[src/gtm_pkg.sv]
// Package of constants and carrier types for the gated 16-bit timer
package gtm_pkg;
  localparam int GTM_COUNT_W = 16;
  localparam logic [15:0] GTM_COUNT_RESET = 16'h0000;
  localparam logic [15:0] GTM_COUNT_MAX = 16'hFFFF;
  localparam logic [7:0] GTM_PRIOR_MAX = 8'hFF;
  localparam logic [1:0] GTM_SRC_PIN = 2'h0;
  localparam logic [1:0] GTM_SRC_WRAP = 2'h1;
  localparam logic [1:0] GTM_SRC_CMP1 = 2'h2;
  localparam logic [1:0] GTM_SRC_CMP2 = 2'h3;
  localparam int GTM_SYNC_STAGES = 2;

  typedef struct packed {
    logic counter_on;
    logic gated_count_enable;
    logic gate_polarity;
    logic [1:0] gate_source_select;
    logic gate_toggle_mode;
    logic gate_single_pulse_mode;
    logic sync_bypass;
  } gtm_cfg_t;

  typedef struct packed {
    logic overflow_irq_enable;
    logic gate_event_irq_enable;
    logic peripheral_irq_enable;
    logic global_irq_enable;
  } gtm_irq_en_t;

  typedef struct packed {
    logic gate_pin;
    logic comparator_one_output;
    logic comparator_two_output;
  } gtm_gate_in_t;
endpackage : gtm_pkg

[src/gtm_sync.sv]
// Two-stage synchroniser for one level
module gtm_sync
  import gtm_pkg::*;
#(
  parameter int STAGES = GTM_SYNC_STAGES
) (
  input wire logic clk_sys_i,
  input wire logic reset_n_i,
  input wire logic async_i,
  output logic sync_o
);
  if (STAGES < 2) begin : g_bad_stages
    $error("gtm_sync needs at least two stages");
  end

  logic [STAGES-1:0] chain;

  always_ff @(posedge clk_sys_i or negedge reset_n_i) begin
    if (!reset_n_i) begin
      chain <= '0;
    end else begin
      chain <= {chain[STAGES-2:0], async_i};
    end
  end

  assign sync_o = chain[STAGES-1];
endmodule // gtm_sync

[src/gtm_prior_timer.sv]
// Free-running 8-bit prior timer giving a wrap pulse
module gtm_prior_timer
  import gtm_pkg::*;
(
  input wire logic clk_sys_i,
  input wire logic reset_n_i,
  input wire logic tick_i,
  output logic [7:0] value_o,
  output logic wrap_pulse_o
);
  always_ff @(posedge clk_sys_i or negedge reset_n_i) begin
    if (!reset_n_i) begin
      value_o <= 8'h00;
    end else if (tick_i) begin
      value_o <= value_o + 8'h01;
    end
  end

  always_ff @(posedge clk_sys_i or negedge reset_n_i) begin
    if (!reset_n_i) begin
      wrap_pulse_o <= 1'b0;
    end else begin
      wrap_pulse_o <= tick_i && (value_o == GTM_PRIOR_MAX);
    end
  end
endmodule // gtm_prior_timer

[src/gtm_gated_timer.sv]
// Gate control and 16-bit counter of the gated timer
////////////////////////////////////////////////////////////////////////////////
// Function
// - Gate open: count on clock edge
// - Gate closed: hold count
// - Polarity selects active gate level
// - Two-bit field selects gate source
// - Prior timer wrap makes gate pulse
// - Toggle mode flip-flop flips per rising edge
// - Toggle clear forces flip-flop zero
// - Arm then count from next edge
// - Arm clears on captured pulse trailing edge
// - Disarmed ignores gate events
// - Toggle plus single-pulse counts full cycle
// - Gate level readable always
// - Gate level fall sets event flag
// - Event flag and enable raise request
// - Event flag works without gating
// - Rollover sets overflow flag
// - Overflow irq needs overflow, peripheral and global enables
// - Sleep counting only asynchronous mode
// - Sleep overflow wakes processor
// - Counter off, free or gated
// - Bypass external input runs in sleep
module gtm_gated_timer
  import gtm_pkg::*;
(
  input wire logic clk_sys_i,
  input wire logic reset_n_i,
  input wire gtm_cfg_t cfg_i,
  input wire gtm_irq_en_t irq_en_i,
  input wire gtm_gate_in_t gate_in_i,
  input wire logic count_tick_i,
  input wire logic external_count_input_i,
  input wire logic prior_tick_i,
  input wire logic sleep_i,
  input wire logic arm_set_i,
  input wire logic arm_clear_i,
  input wire logic count_write_i,
  input wire logic [15:0] count_wdata_i,
  input wire logic gate_event_clear_i,
  input wire logic overflow_clear_i,
  output logic [15:0] count_o,
  output logic gate_arm_flag_o,
  output logic gate_level_status_o,
  output logic gate_event_flag_o,
  output logic overflow_flag_o,
  output logic gate_irq_o,
  output logic overflow_irq_o,
  output logic wake_o
);
  logic wrap_pulse;
  logic pin_sync;
  logic cmp1_sync;
  logic cmp2_sync;
  logic ext_sync;
  logic src_sel;
  logic src_pol;
  logic src_prev;
  logic toggle_ff;
  logic toggled;
  logic spm_gate;
  logic spm_armed_seen;
  logic gate_level;
  logic level_prev;
  logic ext_prev;
  logic advance;
  logic run_ok;
  logic gate_ok;
  logic [15:0] next_count;

  ////////////////////////////////////////////////////////////////////////////
  // Sources
  gtm_prior_timer u_prior (
    .clk_sys_i(clk_sys_i),
    .reset_n_i(reset_n_i),
    .tick_i(prior_tick_i),
    .value_o(),
    .wrap_pulse_o(wrap_pulse)
  );

  gtm_sync u_sync_pin (
    .clk_sys_i(clk_sys_i),
    .reset_n_i(reset_n_i),
    .async_i(gate_in_i.gate_pin),
    .sync_o(pin_sync)
  );

  gtm_sync u_sync_cmp1 (
    .clk_sys_i(clk_sys_i),
    .reset_n_i(reset_n_i),
    .async_i(gate_in_i.comparator_one_output),
    .sync_o(cmp1_sync)
  );

  gtm_sync u_sync_cmp2 (
    .clk_sys_i(clk_sys_i),
    .reset_n_i(reset_n_i),
    .async_i(gate_in_i.comparator_two_output),
    .sync_o(cmp2_sync)
  );

  gtm_sync u_sync_ext (
    .clk_sys_i(clk_sys_i),
    .reset_n_i(reset_n_i),
    .async_i(external_count_input_i),
    .sync_o(ext_sync)
  );

  ////////////////////////////////////////////////////////////////////////////
  // Gate path
  always_comb begin
    if (cfg_i.gate_source_select == GTM_SRC_PIN) begin
      src_sel = pin_sync;
    end else if (cfg_i.gate_source_select == GTM_SRC_WRAP) begin
      src_sel = wrap_pulse;
    end else if (cfg_i.gate_source_select == GTM_SRC_CMP1) begin
      src_sel = cmp1_sync;
    end else begin
      src_sel = cmp2_sync;
    end
  end

  assign src_pol = src_sel ^ ~cfg_i.gate_polarity;

  always_ff @(posedge clk_sys_i or negedge reset_n_i) begin
    if (!reset_n_i) begin
      src_prev <= 1'b0;
    end else begin
      src_prev <= src_pol;
    end
  end

  // Toggle flip-flop, cleared when off
  always_ff @(posedge clk_sys_i or negedge reset_n_i) begin
    if (!reset_n_i) begin
      toggle_ff <= 1'b0;
    end else if (!cfg_i.gate_toggle_mode || !cfg_i.counter_on) begin
      toggle_ff <= 1'b0;
    end else if (src_pol && !src_prev) begin
      toggle_ff <= ~toggle_ff;
    end
  end

  assign toggled = cfg_i.gate_toggle_mode ? toggle_ff : src_pol;

  // Single-pulse: open from first rising edge after arm to its fall
  always_ff @(posedge clk_sys_i or negedge reset_n_i) begin
    if (!reset_n_i) begin
      spm_armed_seen <= 1'b0;
    end else if (!gate_arm_flag_o) begin
      spm_armed_seen <= 1'b0;
    end else if (toggled && !spm_gate_prev_level()) begin
      spm_armed_seen <= 1'b1;
    end
  end

  logic toggled_prev;

  always_ff @(posedge clk_sys_i or negedge reset_n_i) begin
    if (!reset_n_i) begin
      toggled_prev <= 1'b0;
    end else begin
      toggled_prev <= toggled;
    end
  end

  function automatic logic spm_gate_prev_level();
    return toggled_prev;
  endfunction

  assign spm_gate = gate_arm_flag_o && toggled && (spm_armed_seen || !toggled_prev);
  assign gate_level = cfg_i.gate_single_pulse_mode ? spm_gate : toggled;

  always_ff @(posedge clk_sys_i or negedge reset_n_i) begin
    if (!reset_n_i) begin
      gate_arm_flag_o <= 1'b0;
    end else if (arm_set_i) begin
      gate_arm_flag_o <= 1'b1;
    end else if (arm_clear_i) begin
      gate_arm_flag_o <= 1'b0;
    end else if (cfg_i.gate_single_pulse_mode && spm_armed_seen && !toggled) begin
      gate_arm_flag_o <= 1'b0;
    end
  end

  always_ff @(posedge clk_sys_i or negedge reset_n_i) begin
    if (!reset_n_i) begin
      gate_level_status_o <= 1'b0;
    end else begin
      gate_level_status_o <= gate_level;
    end
  end

  always_ff @(posedge clk_sys_i or negedge reset_n_i) begin
    if (!reset_n_i) begin
      level_prev <= 1'b0;
    end else begin
      level_prev <= gate_level_status_o;
    end
  end

  // Gate event flag, set wins over clear
  always_ff @(posedge clk_sys_i or negedge reset_n_i) begin
    if (!reset_n_i) begin
      gate_event_flag_o <= 1'b0;
    end else if (level_prev && !gate_level_status_o) begin
      gate_event_flag_o <= 1'b1;
    end else if (gate_event_clear_i) begin
      gate_event_flag_o <= 1'b0;
    end
  end

  ////////////////////////////////////////////////////////////////////////////
  // Counter
  always_ff @(posedge clk_sys_i or negedge reset_n_i) begin
    if (!reset_n_i) begin
      ext_prev <= 1'b0;
    end else begin
      ext_prev <= ext_sync;
    end
  end

  assign run_ok = !sleep_i || cfg_i.sync_bypass;
  assign gate_ok = !cfg_i.gated_count_enable || gate_level_status_o;
  assign advance = cfg_i.counter_on && gate_ok && run_ok &&
                   (cfg_i.sync_bypass ? (ext_sync && !ext_prev) : count_tick_i);

  always_comb begin
    next_count = count_o;
    if (count_write_i) begin
      next_count = count_wdata_i;
    end else if (advance) begin
      next_count = count_o + 16'h0001;
    end
  end

  always_ff @(posedge clk_sys_i or negedge reset_n_i) begin
    if (!reset_n_i) begin
      count_o <= GTM_COUNT_RESET;
    end else begin
      count_o <= next_count;
    end
  end

  always_ff @(posedge clk_sys_i or negedge reset_n_i) begin
    if (!reset_n_i) begin
      overflow_flag_o <= 1'b0;
    end else if (advance && !count_write_i && count_o == GTM_COUNT_MAX) begin
      overflow_flag_o <= 1'b1;
    end else if (overflow_clear_i) begin
      overflow_flag_o <= 1'b0;
    end
  end

  ////////////////////////////////////////////////////////////////////////////
  // Requests
  always_ff @(posedge clk_sys_i or negedge reset_n_i) begin
    if (!reset_n_i) begin
      gate_irq_o <= 1'b0;
      overflow_irq_o <= 1'b0;
      wake_o <= 1'b0;
    end else begin
      gate_irq_o <= gate_event_flag_o && irq_en_i.gate_event_irq_enable;
      overflow_irq_o <= overflow_flag_o && cfg_i.counter_on && irq_en_i.overflow_irq_enable &&
                        irq_en_i.peripheral_irq_enable && irq_en_i.global_irq_enable;
      wake_o <= sleep_i && overflow_flag_o && cfg_i.counter_on &&
                irq_en_i.overflow_irq_enable && irq_en_i.peripheral_irq_enable;
    end
  end

  ////////////////////////////////////////////////////////////////////////////
  // Checks
  property p_hold;
    @(posedge clk_sys_i) disable iff (!reset_n_i)
      (!cfg_i.counter_on && !count_write_i) |=> $stable(count_o);
  endproperty
  a_hold: assert property (p_hold) else $error("count moved while off");

  property p_gated_hold;
    @(posedge clk_sys_i) disable iff (!reset_n_i)
      (cfg_i.gated_count_enable && !gate_level_status_o && !count_write_i) |=> $stable(count_o);
  endproperty
  a_gated_hold: assert property (p_gated_hold) else $error("count moved gate closed");

  property p_ovf;
    @(posedge clk_sys_i) disable iff (!reset_n_i)
      (advance && !count_write_i && count_o == 16'hFFFF) |=> (overflow_flag_o && count_o == 16'h0000);
  endproperty
  a_ovf: assert property (p_ovf) else $error("rollover flag missing");

  property p_gevt;
    @(posedge clk_sys_i) disable iff (!reset_n_i)
      $fell(gate_level_status_o) |=> gate_event_flag_o;
  endproperty
  a_gevt: assert property (p_gevt) else $error("gate event flag missing");

  property p_tog_clear;
    @(posedge clk_sys_i) disable iff (!reset_n_i)
      !cfg_i.gate_toggle_mode |=> !toggle_ff;
  endproperty
  a_tog_clear: assert property (p_tog_clear) else $error("toggle not cleared");

  property p_girq;
    @(posedge clk_sys_i) disable iff (!reset_n_i)
      (gate_event_flag_o && irq_en_i.gate_event_irq_enable) |=> gate_irq_o;
  endproperty
  a_girq: assert property (p_girq) else $error("gate irq missing");

  property p_oirq;
    @(posedge clk_sys_i) disable iff (!reset_n_i)
      overflow_irq_o |-> $past(overflow_flag_o && irq_en_i.global_irq_enable);
  endproperty
  a_oirq: assert property (p_oirq) else $error("overflow irq unqualified");

  property p_sleep;
    @(posedge clk_sys_i) disable iff (!reset_n_i)
      (sleep_i && !cfg_i.sync_bypass && !count_write_i) |=> $stable(count_o);
  endproperty
  a_sleep: assert property (p_sleep) else $error("count ran in sleep");

  property p_disarmed;
    @(posedge clk_sys_i) disable iff (!reset_n_i)
      (cfg_i.gate_single_pulse_mode && !gate_arm_flag_o && !arm_set_i) ##1
        cfg_i.gate_single_pulse_mode |=> !gate_level_status_o;
  endproperty
  a_disarmed: assert property (p_disarmed) else $error("gate open while disarmed");

  c_ovf: cover property (@(posedge clk_sys_i) overflow_flag_o && overflow_irq_o);
  c_spm: cover property (@(posedge clk_sys_i) $fell(gate_arm_flag_o));
  c_tog: cover property (@(posedge clk_sys_i) $rose(toggle_ff));
  c_wake: cover property (@(posedge clk_sys_i) wake_o);
  c_girq: cover property (@(posedge clk_sys_i) gate_irq_o);
endmodule // gtm_gated_timer

[config.mk]
export PLATFORM = sky130hd
export DESIGN_NAME = gtm_gated_timer
export DESIGN_NICKNAME = d
export VERILOG_FILES = /design/src/gtm_pkg.sv /design/src/gtm_sync.sv /design/src/gtm_prior_timer.sv /design/src/gtm_gated_timer.sv
export SDC_FILE = /design/constraint.sdc
export NUM_CORES = 1
export LEC_CHECK = 0
export BUFFER_PORTS_ARGS = -buffer_cell sky130_fd_sc_hd__buf_2
export CAP_MARGIN = 20
export CORE_MARGIN = 10
export CORE_UTILIZATION = 50
export DETAILED_ROUTE_END_ITERATION = 6
export MAX_ROUTING_LAYER = met4
export PLACE_DENSITY = 0.83
export SLEW_MARGIN = 10
export SYNTH_ARGS = -nofsm -noshare
export SYNTH_HDL_FRONTEND = slang
export SYNTH_HIERARCHICAL = 1
export SYNTH_SLANG_ARGS = --single-unit
[constraint.sdc]
create_clock -name clk_sys_i -period 2.16 [get_ports clk_sys_i]
set_clock_uncertainty 0.1 [all_clocks]
set_input_delay 0.324 -clock clk_sys_i [delete_from_list [all_inputs] [get_ports clk_sys_i]]
set_output_delay 0.324 -clock clk_sys_i [all_outputs]
set_load 0.02 [all_outputs]
==> metrics.md <==
| Metric | Value |
|---|---|
| Top FF cell, synth | `dfrtp_1` |
| Critical path origin | `gate_level_status_o$_DFF_PN0_` |
| Synth Warn # | `6` |
| Worst hold start | `gate_in_i[2]` |
| Die Wd | `85.0 um` |
| Status | `finished clean` |
| Seq. cell area | `1150 um2` |
| Peak supply drop | `714 uV` |
| Area leader, netlist | `dfrtp_1` |
| Initial Util | `0.524` |
| CP Launch Type | `register` |
| # Max-Cap Violations | `0` |
| Minimum clock period | `1.93 ns` |
| Commonest cells after routing, fill and taps aside | `buf_2 (64), dfrtp_1 (46), nand2_1 (17)` |
| Vias in the first global route | `1764` |
| CP arrival | `2.06 ns` |
| Global-route wire length before repair | `7.94 mm` |
| Detailed Route Iter0 Violations | `91` |
| Via density | `5.48` |
| Area delta synth->final | `22.2%` |
| Worst reg2reg path depth | `4` |
| H-tree Lvls | `2` |
| Average wire per standard cell | `15.6 um` |
| Setup TNS | `0 ns` |
| Ranking of synthesized cells by area | `dfrtp_1 (55%), xor2_1 (3.3%), nand2_1 (3.0%)` |
| Largest net degree at the start of global routing | `25` |
| TritonCTS clock tree | `yes` |
| Drt total wl | `4.87 mm` |
| Actual slew at the worst max-slew pin | `0.544 ns` |
| Post-synth EDFFs | `0` |
| Type of the worst min-delay path | `in2reg` |
| Post-DP HPWL | `3.78 mm` |
| Relative slew slack | `0.637` |
| Max Freq | `518 MHz` |
| CTS Sinks | `46` |
| Initial antenna violation count | `0` |
| First-pass iteration count of the detailed router | `4` |
| Slew Viols, Final | `0` |
| FILL cells | `361` |
| CTS Buffer Depth | `2` |
| Post-synthesis sequential area ratio | `0.546` |
| Lkg Pwr | `1.19 nW` |
| Clk Tree Root Cell | `clkbuf_8` |
| Multi-input gate area | `888 um2` |
| #FFs+latches synth | `46` |
| Post-route ant nets | `0` |
| Post-route cell area | `2580 um2` |
| Nets | `306` |
| Placed standard-cell area | `2470 um2` |
| Synth top area share | `0.546` |
| Distinct cell type count after synthesis | `42` |
| Synth Net Count | `239` |
| Synthesized area per cell | `10.8 um2` |
| Total power per unit cell area | `792 nW/um2` |
| Clock transition at path regs | `0.09 ns` |
| # port buffers | `64` |
| Via count | `1714` |
| Congestion Overflow GR | `0` |
| Origin of the critical flop-to-flop path | `gate_level_status_o$_DFF_PN0_` |
| Number of diodes | `0` |
| GRT Util Overall | `0.138` |
| GP Congestion | `0.817` |
| Post-synthesis cell area | `2110 um2` |
| Synth Instances | `195` |
| Required @ worst endpoint | `2.29 ns` |
| RSZ-0062 raised after global routing | `no` |
| Asr flop ratio synth | `1.00` |
| Most common cell after layout, fill and taps aside | `buf_2` |
| Residual DRC count | `0` |
| Total CTS buffers | `5` |
| Worst Setup Path Type | `reg2reg` |
| Top Ports | `65` |
| Die footprint | `7220 um2` |
| Crit Path Max Fanout | `19` |
| Part of the cycle the worst path needs | `0.894` |
| Endpoints failing setup | `0` |
| Hold Path Depth | `1` |
| Final Hold Vio Count | `0` |
| Clk_lat worst skew | `0.30 ns` |
| Die Y | `85.0 um` |
| Layout cell share with drive strength beyond 1 | `0.312` |
| Critical Path End Type | `register` |
| Core footprint | `4030 um2` |
| Core Rows | `23` |
synth_stat cells, types with 4 or more instances:
cell / instances
xnor2_1: 4
or4_1: 7
o31ai_1: 8
clkbuf_1: 4
nand2_1: 17
nand4_1: 5
inv_1: 12
nor2_1: 11
o21ai_0: 9
nand2b_1: 4
dfrtp_1: 46
nand3_1: 9
xor2_1: 8
a31oi_1: 8
o31a_1: 4
cells by family (layout without fill, tap and decap cells):
logic type      after synthesis  in the layout  synth area share
compound gates               41             41             0.141
xor+xnor                     12             12            0.0498
fa+ha+maj                     2              2            0.0119
buf+inv                      18             86            0.0332
flops                        46             46             0.546
mux                           3              3            0.0208
simple gates                 73             73             0.198
layer usage:
metal / up-vias / wire length, um / global-route usage
met5: - / 0 / -
met1: 810 / 2130 / 0.160
met2: 57 / 2390 / 0.216
met4: 0 / 55 / 0.0494
met3: 6 / 297 / 0.0468
li1: 841 / - / -
where the power goes:
part           internal [mW]  total [mW]  switching (mW)
clock network          0.231       0.532           0.301
logic                  0.178       0.396           0.219
registers              0.983        1.11           0.129
layout make-up:
class / count / area share
Clock buffer: 5 / 0.0267
Clock inverter: 3 / 0.00922
Inverter: 12 / 0.0175
Multi-Input combinational cell: 131 / 0.345
Sequential cell: 46 / 0.447
Tap cell: 50 / 0.0243
Timing Repair Buffer: 66 / 0.131
final timing paths:
check	to	slack, ns
hold reg to reg	u_sync_ext/chain[1]$_DFF_PN0_	0.26
max in group asynchronous	count_o[0]$_DFFE_PN0P_	0.83
setup / recovery	count_o[12]$_DFFE_PN0P_	0.23
setup reg to reg	count_o[12]$_DFFE_PN0P_	0.23
min in group asynchronous	count_o[7]$_DFFE_PN0P_	0.43
hold / removal	u_sync_pin/chain[0]$_DFF_PN0_	0.02
repair_timing:
action,CTS,global route
hold buffers,1,0
setup buffers,0,0
endpoints found under the hold margin,23,0
gates resized for setup,0,0
flip-flops by register name (all words and copies together) (netlist names), 2 cells and up:
register / cells
u_prior/value_o: 8
u_sync_cmp2/chain: 2
u_sync_ext/chain: 2
u_sync_pin/chain: 2
u_sync_cmp1/chain: 2
count_o: 16
critical path, cell delays in order (launching register included):
cell	delay, ns
dfrtp_1	0.42
nand2b_1	0.26
o2111ai_4	0.31
or4_1	0.57
a31oi_1	0.19
through the flow:
stage | std cells | total power [mW] | hold WS (ns) | setup slack, ns | util
final | 313 | 2.04 | 0.0200 | 0.228 | 0.640
after global routing | 313 | 2.17 | 0.00493 | 0.128 | 0.640
after detailed placement | 304 | 1.53 | 0.232 | 0.147 | 0.614
after floorplan | 195 | 1.36 | -0.0716 | 0.392 | -
after CTS | 313 | 2.06 | 0.0134 | 0.218 | 0.640
after global placement | 304 | 1.50 | 0.230 | 0.212 | 0.614
Power figures use the tool's default switching activity.
